**src/rtl/pcmux_pkg.sv**
```systemverilog
`default_nettype none
package pcmux_pkg;
    // reset values of the latched configuration
    localparam logic HOST_RESET = 1'b0;
    localparam logic ARB_RESET = 1'b0;
    localparam logic [2:0] CLK_EN_RESET = 3'h0;
    // number of host bus clock outputs
    localparam int NUM_CLK = 3;
    // bus clock: half period in system clock cycles
    localparam int BUS_CLK_HALF = 1;
    // arbiter select encodings
    localparam logic ARB_EXTERNAL = 1'b0;
    localparam logic ARB_INTERNAL = 1'b1;
    // configuration capture states
    typedef enum logic [0:0] {
        CFG_WAIT = 1'b0,
        CFG_DONE = 1'b1
    } pcmux_cfg_type;
endpackage
`default_nettype wire

```
**src/rtl/pci_mode_config_mux.sv**
```systemverilog
// Contract
// - host or agent role comes only from a reset-time configuration bit
// - internal or external arbiter comes from a second reset-time bit
// - external arbiter: shared pins carry ejector, led and enumeration
// - internal arbiter: shared pins carry request inputs and grant outputs
// - host mode provides three bus clock outputs for agents
// - each clock output toggles only while its own enable is set
// - interrupt output is open drain in both modes
// - bus reset output driven only in host mode
// - target supports hot swap and assumes host's external arbiter
// - external arbiter: first request pin outputs own bus request
// - external arbiter: first grant pin inputs own bus grant
`timescale 1ns/1ps
`default_nettype none
module pci_mode_config_mux (
    // clock and reset
    input wire logic clock,
    input wire logic reset,
    // reset configuration word bits
    input wire logic hostAgentSelect,
    input wire logic arbiterSelect,
    input wire logic configValid,
    // output clock control
    input wire logic [2:0] busClockOutEnable,
    // parking controls
    input wire logic arbiterParkMode,
    input wire logic busParkBit,
    // core side
    input wire logic intRequest,
    input wire logic busResetRequest,
    input wire logic ownBusRequest,
    input wire logic [2:0] arbGrant,
    input wire logic hotswapLed,
    input wire logic hotswapEnum,
    // request pins: index 0 is two-way
    input wire logic [2:0] reqPinIn,
    output logic req0PinOut,
    output logic req0PinOe,
    // grant pins: index 0 is two-way
    input wire logic gnt0PinIn,
    output logic [2:0] gntPinOut,
    output logic [2:0] gntPinOe,
    // hot swap pin results
    output logic hotswapEjectorIn,
    output logic hotswapLedOut,
    output logic hotswapEnumOut,
    // arbiter side results
    output logic [2:0] arbRequest,
    output logic ownBusGrant,
    // host clocks, reset, interrupt
    output logic [2:0] busClockOut,
    output logic busResetOut,
    output logic busResetOe,
    output logic interruptOut,
    output logic interruptOe,
    // status
    output logic hostMode,
    output logic internalArb,
    output logic busParked
);
    typedef struct packed {
        pcmux_pkg::pcmux_cfg_type cfg;
        logic host;
        logic arb;
        logic [2:0] reqS1;
        logic [2:0] reqS2;
        logic gntS1;
        logic gntS2;
        logic phase;
        logic req0Out;
        logic req0Oe;
        logic [2:0] gntOut;
        logic [2:0] gntOe;
        logic ejector;
        logic ledOut;
        logic enumOut;
        logic [2:0] arbReq;
        logic ownGnt;
        logic rstOut;
        logic rstOe;
        logic intOe;
        logic intOut;
        logic parked;
    } pcmux_state_type;
    pcmux_state_type s_q, s_d;
    logic [2:0] clkRaw;

    // next state: config latch, pin synchronisers, mux
    always_comb begin
        s_d = s_q;
        s_d.phase = ~s_q.phase;
        // configuration caught once after reset, then frozen
        if (s_q.cfg == pcmux_pkg::CFG_WAIT && configValid) begin
            s_d.host = hostAgentSelect;
            s_d.arb = arbiterSelect;
            s_d.cfg = pcmux_pkg::CFG_DONE;
        end
        // pin inputs pass two flops before use
        s_d.reqS1 = reqPinIn;
        s_d.reqS2 = s_q.reqS1;
        s_d.gntS1 = gnt0PinIn;
        s_d.gntS2 = s_q.gntS1;
        if (s_q.arb == pcmux_pkg::ARB_INTERNAL) begin
            s_d.arbReq = s_q.reqS2;
            s_d.req0Out = 1'b0;
            s_d.req0Oe = 1'b0;
            s_d.gntOut = arbGrant;
            s_d.gntOe = 3'h7;
            s_d.ownGnt = 1'b0;
            s_d.ejector = 1'b0;
            s_d.ledOut = 1'b0;
            s_d.enumOut = 1'b0;
        end else begin
            s_d.arbReq = 3'h0;
            s_d.req0Out = ownBusRequest;
            s_d.req0Oe = 1'b1;
            s_d.ownGnt = s_q.gntS2;
            s_d.ejector = s_q.reqS2[1];
            s_d.ledOut = hotswapLed;
            s_d.enumOut = hotswapEnum;
            s_d.gntOut = {hotswapEnum, hotswapLed, 1'b0};
            s_d.gntOe = 3'h6; // grant 0 becomes an input
        end
        // bus reset only driven as host; agent leaves the pin floating
        s_d.rstOut = busResetRequest & s_q.host;
        s_d.rstOe = s_q.host;
        // open drain: only ever pull low
        s_d.intOe = intRequest;
        s_d.intOut = 1'b0; // open drain never drives high, kept in a flop like every output
        // parking honoured only in host mode with internal arbiter
        s_d.parked = s_q.host & s_q.arb & (arbiterParkMode | busParkBit);
        if (!configValid && s_q.cfg == pcmux_pkg::CFG_WAIT) begin
            s_d.intOe = 1'b0;
        end
    end

    always_ff @(posedge clock or posedge reset) begin
        if (reset) begin
            s_q <= '0;
            s_q.host <= pcmux_pkg::HOST_RESET;
            s_q.arb <= pcmux_pkg::ARB_RESET;
        end else begin
            s_q <= s_d;
        end
    end

    // one gated clock per output, only in host mode
    for (genvar i = 0; i < pcmux_pkg::NUM_CLK; i++) begin : gClk
        pcmux_clk_gate uGate (
            .clock(clock),
            .reset(reset),
            .enable(busClockOutEnable[i] & s_q.host),
            .phase(s_q.phase),
            .clkOut(clkRaw[i])
        );
    end

    assign busClockOut = clkRaw;
    assign req0PinOut = s_q.req0Out;
    assign req0PinOe = s_q.req0Oe;
    assign gntPinOut = s_q.gntOut;
    assign gntPinOe = s_q.gntOe;
    assign hotswapEjectorIn = s_q.ejector;
    assign hotswapLedOut = s_q.ledOut;
    assign hotswapEnumOut = s_q.enumOut;
    assign arbRequest = s_q.arbReq;
    assign ownBusGrant = s_q.ownGnt;
    assign busResetOut = s_q.rstOut;
    assign busResetOe = s_q.rstOe;
    assign interruptOut = s_q.intOut;
    assign interruptOe = s_q.intOe;
    assign hostMode = s_q.host;
    assign internalArb = s_q.arb;
    assign busParked = s_q.parked;

    // per output: a disabled clock sits low, an enabled host clock flips every cycle
    for (genvar j = 0; j < pcmux_pkg::NUM_CLK; j++) begin : gClkChk

    end
endmodule
`default_nettype wire

```
**src/rtl/pcmux_clk_gate.sv**
```systemverilog
`timescale 1ns/1ps
`default_nettype none
module pcmux_clk_gate (
    // clock and reset
    input wire logic clock,
    input wire logic reset,
    // control
    input wire logic enable,
    input wire logic phase,
    // output
    output logic clkOut
);
    typedef struct packed {
        logic run;
        logic out;
    } pcmux_gate_type;
    pcmux_gate_type s_q, s_d;

    // enable sampled only while phase is low, the high half of a running clock, so periods stay whole
    always_comb begin
        s_d = s_q;
        if (!phase) begin
            s_d.run = enable;
        end
        s_d.out = s_d.run & phase;
        if (!s_q.run && !phase) begin
            s_d.out = 1'b0;
        end
    end

    always_ff @(posedge clock or posedge reset) begin
        if (reset) begin
            s_q <= '0;
        end else begin
            s_q <= s_d;
        end
    end

    assign clkOut = s_q.out;
endmodule
`default_nettype wire

```
**config.mk**
```make
export PLATFORM = sky130hd
export DESIGN_NAME = pci_mode_config_mux
export DESIGN_NICKNAME = d
export VERILOG_FILES = /design/src/rtl/pcmux_pkg.sv /design/src/rtl/pci_mode_config_mux.sv /design/src/rtl/pcmux_clk_gate.sv
export SDC_FILE = /design/constraint.sdc
export NUM_CORES = 1
export LEC_CHECK = 0
export ABC_AREA = 1
export BUFFER_PORTS_ARGS = -buffer_cell sky130_fd_sc_hd__buf_2
export CORE_ASPECT_RATIO = 1.4
export CORE_MARGIN = 3
export CORE_UTILIZATION = 24
export CTS_CLUSTER_DIAMETER = 40
export CTS_CLUSTER_SIZE = 14
export DETAILED_ROUTE_END_ITERATION = 8
export GPL_ROUTABILITY_DRIVEN = 0
export SYNTH_ARGS = -nofsm -noshare
export SYNTH_HDL_FRONTEND = slang
export SYNTH_SLANG_ARGS = --single-unit
```
**constraint.sdc**
```tcl
create_clock -name clock -period 0.8 [get_ports clock]
set_input_delay 0.04 -clock clock [delete_from_list [all_inputs] [get_ports clock]]
set_output_delay 0.04 -clock clock [all_outputs]
set_load 0.005 [all_outputs]
```
==> After elaboration in Yosys (flattened, before gate mapping) <==
Cells that the tools add are included.
{ "classes": {"reduce_logical": 10, "bitwise_logic": 12, "n_mux": 8} }
{ "op_table": {"columns": ["cell", "n"], "rows": [
  ["15-bit 2-to-1 mux", 1],
  ["1-bit bitwise AND", 9],
  ["1-bit 2-to-1 mux", 7],
  ["1-bit logical AND", 5],
  ["1-bit logical NOT", 5],
  ["1-bit inverter", 2],
  ["1-bit bitwise OR", 1]
]} }
{ "totals": {"output_inout_bits": 25, "wordCells": 57, "regBits": 37} }

==> Depth between registers and ports, before layout <==
Gate-level depths: netlist of run 1.
{ "logic_depth": {"ltp_word": 4, "ltp_mapped": 4, "depth_no_buf": 4} }

==> Hierarchy <==
Synthesis of run 1 repeated with hierarchy kept, for this count alone.
{ "hier_totals": {"hier_cells": 113, "area_unflattened_um2": 1243.7} }
{ "modules_own_cells": {"columns": ["module", "instances", "area_per_inst_um2", "cells_each"], "rows": [
  ["pci_mode_config_mux", 1, 1026.0, 89],
  ["pcmux_clk_gate", 3, 72.6, 8]
]} }

==> Least setup slack after synthesis of run 1 <==
No wires, ideal clock.
{ "synth_timing": {"path_type": "register to register", "startpoint": "reg s_q (netlist bit internalArb)", "endpoint": "reg s_q (netlist bit arbRequest[2])", "setup_time_ps": 113, "stages_incl_launch_ff": 4, "required_ps": 687, "arrival_ps": 682, "period_less_slack_ps": 795, "setup_slack_ps": 5, "path_buffers": 1, "path_cell_list": "dfrtp_1 buf_6 nand2_1 inv_1"} }
{ "synth_rtl": {"columns": ["element", "line_no", "source"], "rows": [
  ["start: declaration", "pci_mode_config_mux.sv:85", "pcmux_state_type s_q, s_d;"]
]} }

==> Worst setup path in the final report of run 1 <==
{ "layout_timing": {"startpoint": "reg s_q (netlist bit internalArb)", "endpoint": "out internalArb"} }
{ "layout_rtl": {"columns": ["element", "line_no", "source"], "rows": [
  ["end: declaration", "pci_mode_config_mux.sv:58", "output logic internalArb,"]
]} }
No word-level cell between the ends.

==> results of run 1 <==
## layer usage
metal  track usage [%]  routed length (µm)  vias up
met2             14.17                1139       39
met3             3.611                 192        2
met4             3.559                  27        0
li1                  -                   -      410
met5                 0                   0        -
met1             8.744                 869      381
## cells in the final DEF (no fill, tap or decap), types with 2 or more instances in the layout
| master | synthesis | final |
|---|---|---|
| sky130_fd_sc_hd__buf_2 | 0 | 44 |
| sky130_fd_sc_hd__dfrtp_1 | 36 | 35 |
| sky130_fd_sc_hd__dlygate4sd3_1 | 0 | 19 |
| sky130_fd_sc_hd__nand2_1 | 20 | 16 |
| sky130_fd_sc_hd__inv_1 | 17 | 15 |
| sky130_fd_sc_hd__clkbuf_8 | 0 | 5 |
| sky130_fd_sc_hd__nor2_1 | 7 | 4 |
| sky130_fd_sc_hd__nand2_2 | 0 | 3 |
| sky130_fd_sc_hd__nor2_2 | 0 | 3 |
| sky130_fd_sc_hd__nand3_2 | 0 | 3 |
| sky130_fd_sc_hd__buf_6 | 1 | 3 |
| sky130_fd_sc_hd__nand3_1 | 5 | 2 |
| sky130_fd_sc_hd__o21ai_1 | 0 | 2 |
| sky130_fd_sc_hd__conb_1 | 2 | 2 |
| sky130_fd_sc_hd__buf_4 | 13 | 2 |
## kinds of logic (layout without fill, tap and decap cells)
kind of cell / after synthesis / count (layout) / synth area share (%)
buffers and inverters: 31 / 93 / 14.10
flip-flops: 36 / 36 / 73.54
AND/OR/NAND/NOR: 32 / 32 / 10.32
other: 2 / 2 / 0.6131
AO/OA/AOI/OAI: 3 / 3 / 1.430
## sequential cells by signal, summed over array words and instances, names as in the netlist, named ones only
register and cells:
arbRequest 3, interruptOe 1, hotswapEjectorIn 1, s_q 6, busResetOut 1, hotswapEnumOut 1
s_d 4, req0PinOe 1, req0PinOut 1, internalArb 1, gClk.uGate.clkOut 3, ownBusGrant 1
gntPinOe 2, hotswapLedOut 1, hostMode 1, busResetOe 1, busParked 1, gntPinOut 3
## layout make-up
| type | count | area, µm² |
|---|---|---|
| inverters | 17 | 67.56 |
| fillers | 496 | 3084 |
| clock inverters | 1 | 5.005 |
| repair buffers | 69 | 479.2 |
| clock buffers | 6 | 72.57 |
| multi-input cells | 37 | 188.9 |
| well taps | 64 | 80.08 |
| flip-flops and latches | 36 | 902.1 |
## critical path, stage by stage (launching register included)
cell	delay, ns
sky130_fd_sc_hd__dfrtp_1	0.39
sky130_fd_sc_hd__buf_6	0.12
sky130_fd_sc_hd__buf_6	0.10
## timing repair
item / 4_1_cts / 5_1_grt
pin swaps: 3 / 1
resized for setup: 6 / 13
endpoints found under the setup margin: 25 / 41
hold endpoints to repair: 53 / 0
buffers inserted: 3 / 0
hold buffers: 19 / 0
## stage by stage
step	worst slack, ns	std cells	setup TNS, ns	util, %
5_1_grt	-0.1573	230	-1.643	36.79
3_5_place_dp	-0.001883	202	-0.001883	29.92
4_1_cts	-0.1476	231	-1.243	36.26
3_3_place_gp	0.03063	202	0	29.92
6_report	-0.1284	230	-0.5844	36.79
2_1_floorplan	0.005160	104	0	-
## how the worst max path moves through the flow
stage                start  slack [ns]             to  depth (start not counted)
6_report       internalArb       -0.13    internalArb                          2
5_1_grt        internalArb       -0.16    internalArb                          2
4_1_cts        internalArb       -0.15    internalArb                          2
3_5_place_dp   internalArb      -0.002   gntPinOut[1]                          2
3_3_place_gp   internalArb        0.03   gntPinOut[2]                          3
2_1_floorplan  internalArb       0.005  arbRequest[2]                          3
## power groups by stage
stage / sequential, mW / clock [mW] / combinational (mW)
after global placement: 1.91 / 0 / 0.149
after CTS: 1.87 / 1.26 / 0.223
final: 1.87 / 1.18 / 0.225
after floorplan: 1.91 / 0 / 0.0630
after global routing: 1.88 / 1.33 / 0.254
after detailed placement: 1.91 / 0 / 0.152
## Yosys cell counts
| cell | number |
|---|---|
| sky130_fd_sc_hd__dfrtp_1 | 36 |
| sky130_fd_sc_hd__nand2_1 | 20 |
| sky130_fd_sc_hd__inv_1 | 17 |
| sky130_fd_sc_hd__buf_4 | 13 |
| sky130_fd_sc_hd__nor2_1 | 7 |
| sky130_fd_sc_hd__nand3_1 | 5 |
| sky130_fd_sc_hd__conb_1 | 2 |
| sky130_fd_sc_hd__o21ai_0 | 2 |
| sky130_fd_sc_hd__buf_6 | 1 |
| sky130_fd_sc_hd__o21a_1 | 1 |
==> results.txt, run 1 <==
* Pwr dens: around 1800 nW/µm²
* Number of placement rows: 30
- Worst reg2reg endpoint: gntPinOut[2]
- HPWL after detailed placement: about 1.5 mm
* Number of cells produced by synthesis: roughly 100
- Summed over all instances, the cell type with the most area after synthesis is sky130_fd_sc_hd__dfrtp_1.
- Along the worst path, the maximum fanout reaches 2.
- Internal power component: ~2.6 mW
- The flow ran to the end, but the final reports show violations.
* CTS Sinks: 36
- The finished cells cover approximately 1800 µm².
- In this run the horizontal extent of the chip is ~66 µm.
- Achievable clock frequency: between 1 and 1.5 GHz
- For this run, the number of Yosys warnings is 0.
* FF-to-FF path depth: 4
- DIE AREA: between 6000 and 7000 µm²
- In the finished design, the share of the clock period the worst path needs comes to 116.0%.
- The path with the worst hold slack has its endpoint at hotswapLedOut.
- CTS Buffer Depth: 2
* Number of nets in the layout: ~190
* Clock buffer count from CTS: 5
- The worst register-to-register path begins at internalArb.
* Final Hold Viols: 0
- The final count of pins violating max slew was 0.
* Overall routing resource usage: 8.354%
- Worst Hold Slack: roughly 0.017 ns
* Worst supply voltage drop on vdd: between 0.9 and 1 mV
- Setup repair after global routing could not meet its margin everywhere.
- Total nets after synthesis: ~130
- Global-route wire length before repair: between 3 and 4 mm
- Clock transition at the registers of the reported paths: 0.07 ns
- In the post-route analysis, the smallest setup slack over all paths is -0.1284 ns.
* Antenna violation net count after detailed routing: 0
- Mean routed wirelength per cell: ~9.7 µm
- The worst setup path is of the reg2out kind.
* CTS tree: done
* Max-capacitance violation count: 0
- Along the worst hold path, the cell count comes to 3.
* Final worst clock skew: approximately 0.0037 ns
- Drt first pass iters: 4
- Core Footprint: approximately 4900 µm²
- Wirelength, routed: roughly 2.2 mm
- Setup crit start kind: flop
* PortBufs: between 40 and 50
- After layout, the minimum clock period comes to slightly above 0.9 ns.
- Fraction of synthesized cell area taken by the top area cell type: between 70 and 80%
- The area growth from synthesis to layout is 46.58%.
- Switching Share: 21.03%
- Buffer cell driving the clock tree root: sky130_fd_sc_hd__clkbuf_8
* Effective utilization at floorplan: 25.10%
* Sequential share of power: 57.2%
- STA classifies the critical path endpoint as an output port.
* Clock Latency Late Sink: ~0.28 ns
- The repair_antennas step left the layout with diodes totalling 0.
- From bottom edge to top edge, the die measures between 90 and 100 µm.
* Leakage power total: 1.007 nW
- The detailed router finished its first iteration with 16 violations.
* Startpoint of the lowest-slack hold path: hotswapLed
* Type of the tightest min-delay check: in2reg
* DRC Markers: 0
* Instance area at placement: around 1500 µm²
- Entering global routing, the biggest net connects 37 pins.
* Clock network power share: 36.0%
- Averaged over all synthesized cells, the footprint is between 10 and 15 µm².
* Top post-synthesis cells by area: sky130_fd_sc_hd__dfrtp_1 74%, sky130_fd_sc_hd__buf_4 8.0%, sky130_fd_sc_hd__nand2_1 6.1%, sky130_fd_sc_hd__inv_1 5.2%, sky130_fd_sc_hd__nor2_1 2.1%
- Combinational logic burns between 6 and 7% of the power.
- In this run the cell area of the synthesized design comes to 1225 µm².
* Number of synthesized register bits: 36
- For flop-to-flop paths, the worst setup slack is -0.10 ns.
* Vias: roughly 830
- Power consumption: 3.277 mW
* Setup-failing EPs final: 17
- H-tree depth reported by CTS: 2
- The final reports fail on negative setup slack.
* Per-cell via count in the routed design: between 3 and 4
- Fraction of layout instances using a drive strength above 1: 41.57%
- The via count of the first global-routing pass came to ~900.
* Net switching power: approximately 0.7 mW
* Initial antenna violation count: 0
- Count of unique library cells instantiated by Yosys: 10
- Required time of the critical path: ~0.76 ns
- Critical path arrival: 0.89 ns
- Sequential fraction of the synthesis area: roughly 74%
- Num ports: 47
* Total congestion overflow after global routing: 0
(Power assumes the default switching activity.)
==> run 2, diff against run 1 <==
--- a/config.mk
+++ b/config.mk
@@ -14,6 +14,7 @@
 export CTS_CLUSTER_SIZE = 14
 export DETAILED_ROUTE_END_ITERATION = 8
 export GPL_ROUTABILITY_DRIVEN = 0
+export SKIP_CTS_REPAIR_TIMING = 1
 export SYNTH_ARGS = -nofsm -noshare
 export SYNTH_HDL_FRONTEND = slang
 export SYNTH_SLANG_ARGS = --single-unit
==> constraint.sdc (replaced) <==
create_clock -name clock -period 1.13 [get_ports clock]
set_input_delay 0.0565 -clock clock [delete_from_list [all_inputs] [get_ports clock]]
set_output_delay 0.0565 -clock clock [all_outputs]
set_load 0.005 [all_outputs]
==> run 2 against run 1 <==
The run ends with negative hold slack left. Register-to-register slack improved by 0.44 ns. Core utilization fell by 2.4 points. Sequential share of layout area rose by 3.4 points. Via count fell by 6.4%. Final cell count fell by 3.9%. Critical path depth did not move. Largest power group unchanged. Highest routed layer unchanged.
==> results.txt, run 2 (synthesis gave the netlist of run 1 again) <==
- Status: finished, violations left (unchanged)
- Failing checks: negative hold slack (was negative setup slack).
* Cell-by-cell trace of the critical path: buf_4 > buf_2 (was buf_6 > buf_6)
- Setup_tns: 0 ns (was -0.5844 ns)
- Final worst clock skew: 0.003576 ns (was 0.003737 ns)
- The share of power burned in registers came to 50.1% (was 57.2%).
- The total routed wirelength came to 2.034 mm (was 2.229 mm).
- The flip-flop count of the largest register, all copies and words added is 6 (unchanged).
- Effective utilization at floorplan: 25.10% (unchanged)
- The switching power of the nets is 0.4840 mW (was 0.6892 mW).
* Drt first pass iters: 2 (was 4)
* Number of placement rows: 30 (unchanged)
* CTS tree: done (unchanged)
- The startpoint type of the worst setup path is a flop (unchanged).
* Pwr dens: 1577 nW/µm² (was 1825 nW/µm²)
- Switching Share: 18.26% (was 21.03%)
- Fraction of layout instances using a drive strength above 1: 35.67% (was 41.57%)
- Filler Cells Inserted: 517 (was 496)
* Initial antenna violation count: 0 (unchanged)
- Setup-failing EPs final: 0 (was 17)
- The number of nets in the final layout came to 178 (was 188).
- Most flop-heavy register: s_q (unchanged)
- Category of the critical setup timing path: reg2out (unchanged)
* PortBufs: 45 (unchanged)
- Element type at the critical path end: output port (unchanged)
* DRC Markers: 0 (unchanged)
- Achievable clock frequency: a little over 1 GHz
- H-tree depth reported by CTS: 2 (unchanged)
- Slowest-stage cell, CP: sky130_fd_sc_hd__dfrtp_1 (unchanged)
- The die outline area is 6009 µm² (unchanged).
- The slack of the critical path was 0.1378 ns (was -0.1284 ns).
- Combinational cell fraction of total power: 4.7% (was 6.9%)
* Height of the die: 90.53 µm (unchanged)
* Antenna violation net count after detailed routing: 0 (unchanged)
* Delay contributed by the slowest stage of the critical path: 0.38 ns (was 0.39 ns)
* Share of the clock period used by the worst path after layout: between 80% and 90%
- Setup repair after global routing missed its margin: no (was yes)
- The data arrival time of the critical path was 0.94 ns (was 0.89 ns).
- The layout overhead on the synthesized area is 37.18% (was 46.58%).
- Buffer cell driving the clock tree root: sky130_fd_sc_hd__clkbuf_8 (unchanged)
- The global routing usage summed across all routing layers was 7.766% (was 8.354%).
- The internal portion of total power came to 2.166 mW (was 2.588 mW).
- The largest delay contributor family on the critical path is flip-flops (unchanged).
- The clock share of power came to 45.2% (was 36.0%).
- Crit-path max FO: 9 (was 2)
- Total congestion overflow after global routing: 0 (unchanged)
* Required time of the critical path: 1.07 ns (was 0.76 ns)
* CTS Buffer Depth: 2 (unchanged)
- The total leakage power was 0.9786 nW (was 1.007 nW).
* Worst Hold Slack: -0.008378 ns (was 0.01685 ns)
- Final Hold Viols: 1 (was 0)
- Global-route wire length before repair: 3.505 mm (was 3.808 mm)
- The commonest non-fill, non-tap cell in the layout is sky130_fd_sc_hd__buf_2 (unchanged).
* Number of global-route vias before repair: 791 (was 897)
- Per-cell via count in the routed design: 3.525 (was 3.617)
- Clock transition at the registers of the reported paths: 0.07 ns (about the same)
* Core Footprint: 4880 µm² (unchanged)
* Final critical delay including setup and external delays: between 0.9 and 1 ns
- X dimension of the die: 66.38 µm (unchanged)
* Largest net degree at the start of global routing: 37 (unchanged)
- The worst slack after detailed placement came to 0.3429 ns (was -0.001883 ns).
- Clock Latency Late Sink: 0.28 ns (about the same)
- The boundary pin count is 47 (unchanged).
- The detail-routed net length per standard cell was 9.204 µm (was 9.691 µm).
- The TritonCTS sink count came to 36 (unchanged).
* Antenna fix cells: 0 (unchanged)
* Type of the tightest min-delay check: in2reg (unchanged)
* Critical path buffers and inverters: 2 (unchanged)
* Fin. max-slew vios: 0 (unchanged)
- Commonest non-fill, non-tap cells in the layout: 45 x sky130_fd_sc_hd__buf_2, 36 x sky130_fd_sc_hd__dfrtp_1, 20 x sky130_fd_sc_hd__nand2_1 (was 44 x sky130_fd_sc_hd__buf_2, 35 x sky130_fd_sc_hd__dfrtp_1, 19 x sky130_fd_sc_hd__dlygate4sd3_1)
- The worst IR drop on VDD came to 0.5787 mV (was 0.9545 mV).
- Initial detailed-routing violation count: 15 (was 16)
- HPWL after detailed placement: 1.464 mm (was 1.455 mm)
- The number of clock buffers inserted by TritonCTS was 5 (unchanged).
- The reported max-cap violation count is 0 (unchanged).
- Vias: 779 (was 832)
run 2: cell types whose count changed in the layout (fill, tap and decap cells not counted), sizes merged:
| cell | before | now |
|---|---|---|
| buf | 50 | 48 |
| bufinv | 0 | 1 |
| clkbuf | 6 | 7 |
| clkinv | 1 | 0 |
| clkinvlp | 1 | 0 |
| dlygate4sd3 | 19 | 11 |
| inv | 16 | 17 |
run 2: layout make-up:
class,instances,area [µm²],area share (%)
Sequential cell,36,900.9,53.61
Timing Repair Buffer,59,357.8,21.30
Multi-Input combinational cell,37,151.4,9.010
Clock buffer,7,96.34,5.733
Tap cell,64,80.08,4.765
Inverter,17,63.81,3.797
Clock inverter,1,30.03,1.787
run 2: layer usage:
metal	global-route usage (%)	up-vias	share of wire, %
met5	0	-	0
met4	4.068	0	1.5
met3	3.736	4	8.2
met2	12.18	34	51
met1	8.479	350	40
li1	-	391	-
run 2: path summary, 6_finish.rpt:
| path | startpoint | to | slack [ns] | cells after the start |
|---|---|---|---|---|
| min in group asynchronous | reset | s_q[20] | 0.43 | 4 |
| setup reg to reg | s_q[31] | hostMode | 0.34 | 4 |
| setup / recovery | internalArb | internalArb | 0.14 | 2 |
| max in group asynchronous | reset | hostMode | 0.40 | 4 |
| hold reg to reg | s_d[23] | s_q[23] | 0.35 | 0 |
| hold / removal | arbGrant[1] | gntPinOut[1] | -0.008 | 3 |
run 2: worst reg2reg max path, delay by kind of cell (launching register included):
kind / cells / cell delay (ns)
DFF: 1 / 0.38
and+or+nand+nor: 3 / 0.20
buffers and inverters: 1 / 0.10
run 2: stage by stage:
step	area [µm²]	instances	util (%)	power, mW
detailed placement	1444	202	29.59	1.452
global placement	1444	202	29.59	1.449
floorplan	1225	104	-	1.396
global route	1680	221	34.44	2.798
finish	1680	221	34.44	2.650
CTS	1570	210	32.18	2.680
run 2: power groups by stage:
stage	logic [mW]	clock network, mW	registers (mW)
2_1_floorplan	0.0440	0	1.35
3_3_place_gp	0.0984	0	1.35
3_5_place_dp	0.100	0	1.35
4_1_cts	0.100	1.25	1.33
5_1_grt	0.145	1.32	1.33
6_report	0.125	1.20	1.33
==> run 3, diff against run 2 <==
--- a/config.mk
+++ b/config.mk
@@ -9,7 +9,7 @@
 export BUFFER_PORTS_ARGS = -buffer_cell sky130_fd_sc_hd__buf_2
 export CORE_ASPECT_RATIO = 1.4
 export CORE_MARGIN = 3
-export CORE_UTILIZATION = 24
+export CORE_UTILIZATION = 25
 export CTS_CLUSTER_DIAMETER = 40
 export CTS_CLUSTER_SIZE = 14
 export DETAILED_ROUTE_END_ITERATION = 8
==> run 3 against run 2 <==
The run still ends with negative hold slack left. Sequential power about the same. First-iteration DRC count rose by 6.7%. Global-route usage decreased by 0.35 points. Final cell count fell by 0.90%. Critical endpoint unchanged. Largest power group unchanged.
==> results.txt, run 3 (synthesis gave the netlist of run 1 again) <==
* Status: finished, violations left (unchanged)
- Failing checks: negative hold slack (unchanged)
- The setup skew after layout is 0.004498 ns (was 0.003576 ns).
* CTS tree: done (unchanged)
- The die span in x came to 65.16 µm (was 66.38 µm).
- The die outline area came to 5788 µm² (was 6009 µm²).
* CTS Sinks: 36 (unchanged)
- The final worst hold slack was -0.01541 ns (was -0.008378 ns).
- PortBufs: 45 (unchanged)
* Per-cell via count in the routed design: 3.566 (was 3.525)
* Worst supply voltage drop on vdd: 0.5531 mV (was 0.5787 mV)
* Fraction of layout instances using a drive strength above 1: 35.03% (was 35.67%)
* HPWL after detailed placement: 1.375 mm (was 1.464 mm)
- Fin. max-slew vios: 0 (unchanged)
* Clock buffer count from CTS: 5 (unchanged)
- Vias: 781 (was 779)
* Flip-flop count of the largest register after layout: 6 (unchanged)
* Antenna fix cells: 0 (unchanged)
- Setup repair after global routing missed its margin: no (unchanged).
- The internal portion of total power was 2.042 mW (was 2.166 mW).
* Total congestion overflow after global routing: 0 (unchanged)
- Number of nets in the layout: 178 (unchanged)
- The clock share of power came to 42.5% (was 45.2%).
* Type of the tightest min-delay check: in2reg (unchanged)
- The capturing element type of the critical path is an output port (unchanged).
* Final Hold Viols: 4 (was 1)
- Num ports: 47 (unchanged)
* Switching Share: 19.16% (was 18.26%)
- Register-to-register setup slack: 0.33 ns (was 0.34 ns)
- The total leakage power came to 0.9693 nW (was 0.9786 nW).
- Achievable clock frequency: 1.004 GHz (was 1.008 GHz)
- Number of placement rows: 29 (was 30)
- Category of the critical setup timing path: reg2out (unchanged)
* Combinational cell fraction of total power: 4.9% (was 4.7%)
* Setup_tns: 0 ns (unchanged)
* Most flop-heavy register: s_q (unchanged)
- Antenna violation net count after detailed routing: 0 (unchanged)
- Clock transition at the registers of the reported paths: 0.07 ns (about the same)
- The commonest non-fill, non-tap cell in the layout is sky130_fd_sc_hd__buf_2 (unchanged).
* Overall routing resource usage: 7.418% (was 7.766%)
* Buffer cell driving the clock tree root: sky130_fd_sc_hd__clkbuf_8 (unchanged)
- Core Footprint: 4644 µm² (was 4880 µm²)
* H-tree depth reported by CTS: 2 (unchanged)
- Mean routed wirelength per cell: 9.110 µm (was 9.204 µm)
- Net switching power: 0.4840 mW (about the same)
- The via count of the first global-routing pass is 715 (was 791).
- The clock latency at the later pin of the worst-skew pair was 0.28 ns (about the same).
- The final design utilization came to 35.72% (was 34.44%).
- Pwr dens: 1523 nW/µm² (was 1577 nW/µm²)
- The count of placed standard cells in the final layout, fillers left out was 219 (was 221).
- Setup-failing EPs final: 0 (unchanged)
* Max-capacitance violation count: 0 (unchanged)
- Share of the clock period used by the worst path after layout: 88.15% (was 87.80%)
- Wirelength, routed: 1.995 mm (was 2.034 mm)
* Commonest non-fill, non-tap cells in the layout: 45 x sky130_fd_sc_hd__buf_2, 36 x sky130_fd_sc_hd__dfrtp_1, 20 x sky130_fd_sc_hd__nand2_1 (unchanged)
- Critical path arrival: 0.94 ns (about the same)
* Height of the die: 88.82 µm (was 90.53 µm)
- Setup crit start kind: flop (unchanged)
- The largest buffer count on any clock path came to 2 (unchanged).
- The endpoint required time on the critical path came to 1.07 ns (about the same).
- Area Growth Syn to Fin: 35.44% (was 37.18%)
* Effective utilization at floorplan: 26.37% (was 25.10%)
- Largest net degree at the start of global routing: 37 (unchanged)
* Number of cells in the design after placement: 200 (was 202)
- The cell area after placement is 1441 µm² (was 1444 µm²).
- The slack of the critical path was 0.1339 ns (was 0.1378 ns).
* Drt first pass iters: 2 (unchanged)
* Initial antenna violation count: 0 (unchanged)
* Placement-stage worst setup slack: 0.3288 ns (was 0.3429 ns)
* Final critical delay including setup and external delays: 0.9961 ns (was 0.9922 ns)
- The post-route cell area was 1659 µm² (was 1680 µm²).
- The global-route wire length before repair is 3.125 mm (was 3.505 mm).
- DRC Markers: 0 (unchanged)
- Crit-path max FO: 9 (unchanged)
- Power consumption: 2.526 mW (was 2.650 mW)
* Sequential share of power: 52.5% (was 50.1%)
- Initial detailed-routing violation count: 16 (was 15)
[run 3: cell type report]
cell class	instances	area, µm²
timing repair buffer	59	357.8
multi-input combinational	37	151.4
sequential	36	900.9
clock buffer	6	72.57
fill	492	2985
tap	62	77.57
inverter	17	63.81
clock inverter	2	35.03
[run 3: worst paths after layout]
check | to | cells past startpoint | from
worst max-delay path | internalArb | 2 | internalArb
worst min-delay path | gntPinOut[1] | 3 | arbGrant[1]
worst max register to register | gntPinOut[2] | 2 | internalArb
worst min register to register | s_q[23] | 0 | s_d[23]
max in group asynchronous | s_d[23] | 4 | reset
min in group asynchronous | ownBusGrant | 4 | reset
[run 3: metal layers]
| metal | vias up | global-route usage, % | wire length, µm |
|---|---|---|---|
| met3 | 6 | 3.431 | 174 |
| met1 | 346 | 7.859 | 812 |
| li1 | 392 | - | - |
| met4 | 0 | 4.528 | 41 |
| met2 | 37 | 11.98 | 967 |
| met5 | - | 0 | 0 |
[run 3: power groups by stage]
| stage | logic [mW] | registers (mW) | clock network, mW |
|---|---|---|---|
| final | 0.125 | 1.33 | 1.07 |
| after floorplan | 0.0440 | 1.35 | 0 |
| after CTS | 0.0986 | 1.33 | 1.12 |
| after global placement | 0.0975 | 1.35 | 0 |
| after detailed placement | 0.0985 | 1.35 | 0 |
| after global routing | 0.143 | 1.33 | 1.19 |
[run 3: worst max-delay path: stages (launching register included)]
cell and delay, ns:
sky130_fd_sc_hd__dfrtp_1 0.38, sky130_fd_sc_hd__buf_4 0.16, sky130_fd_sc_hd__buf_2 0.12
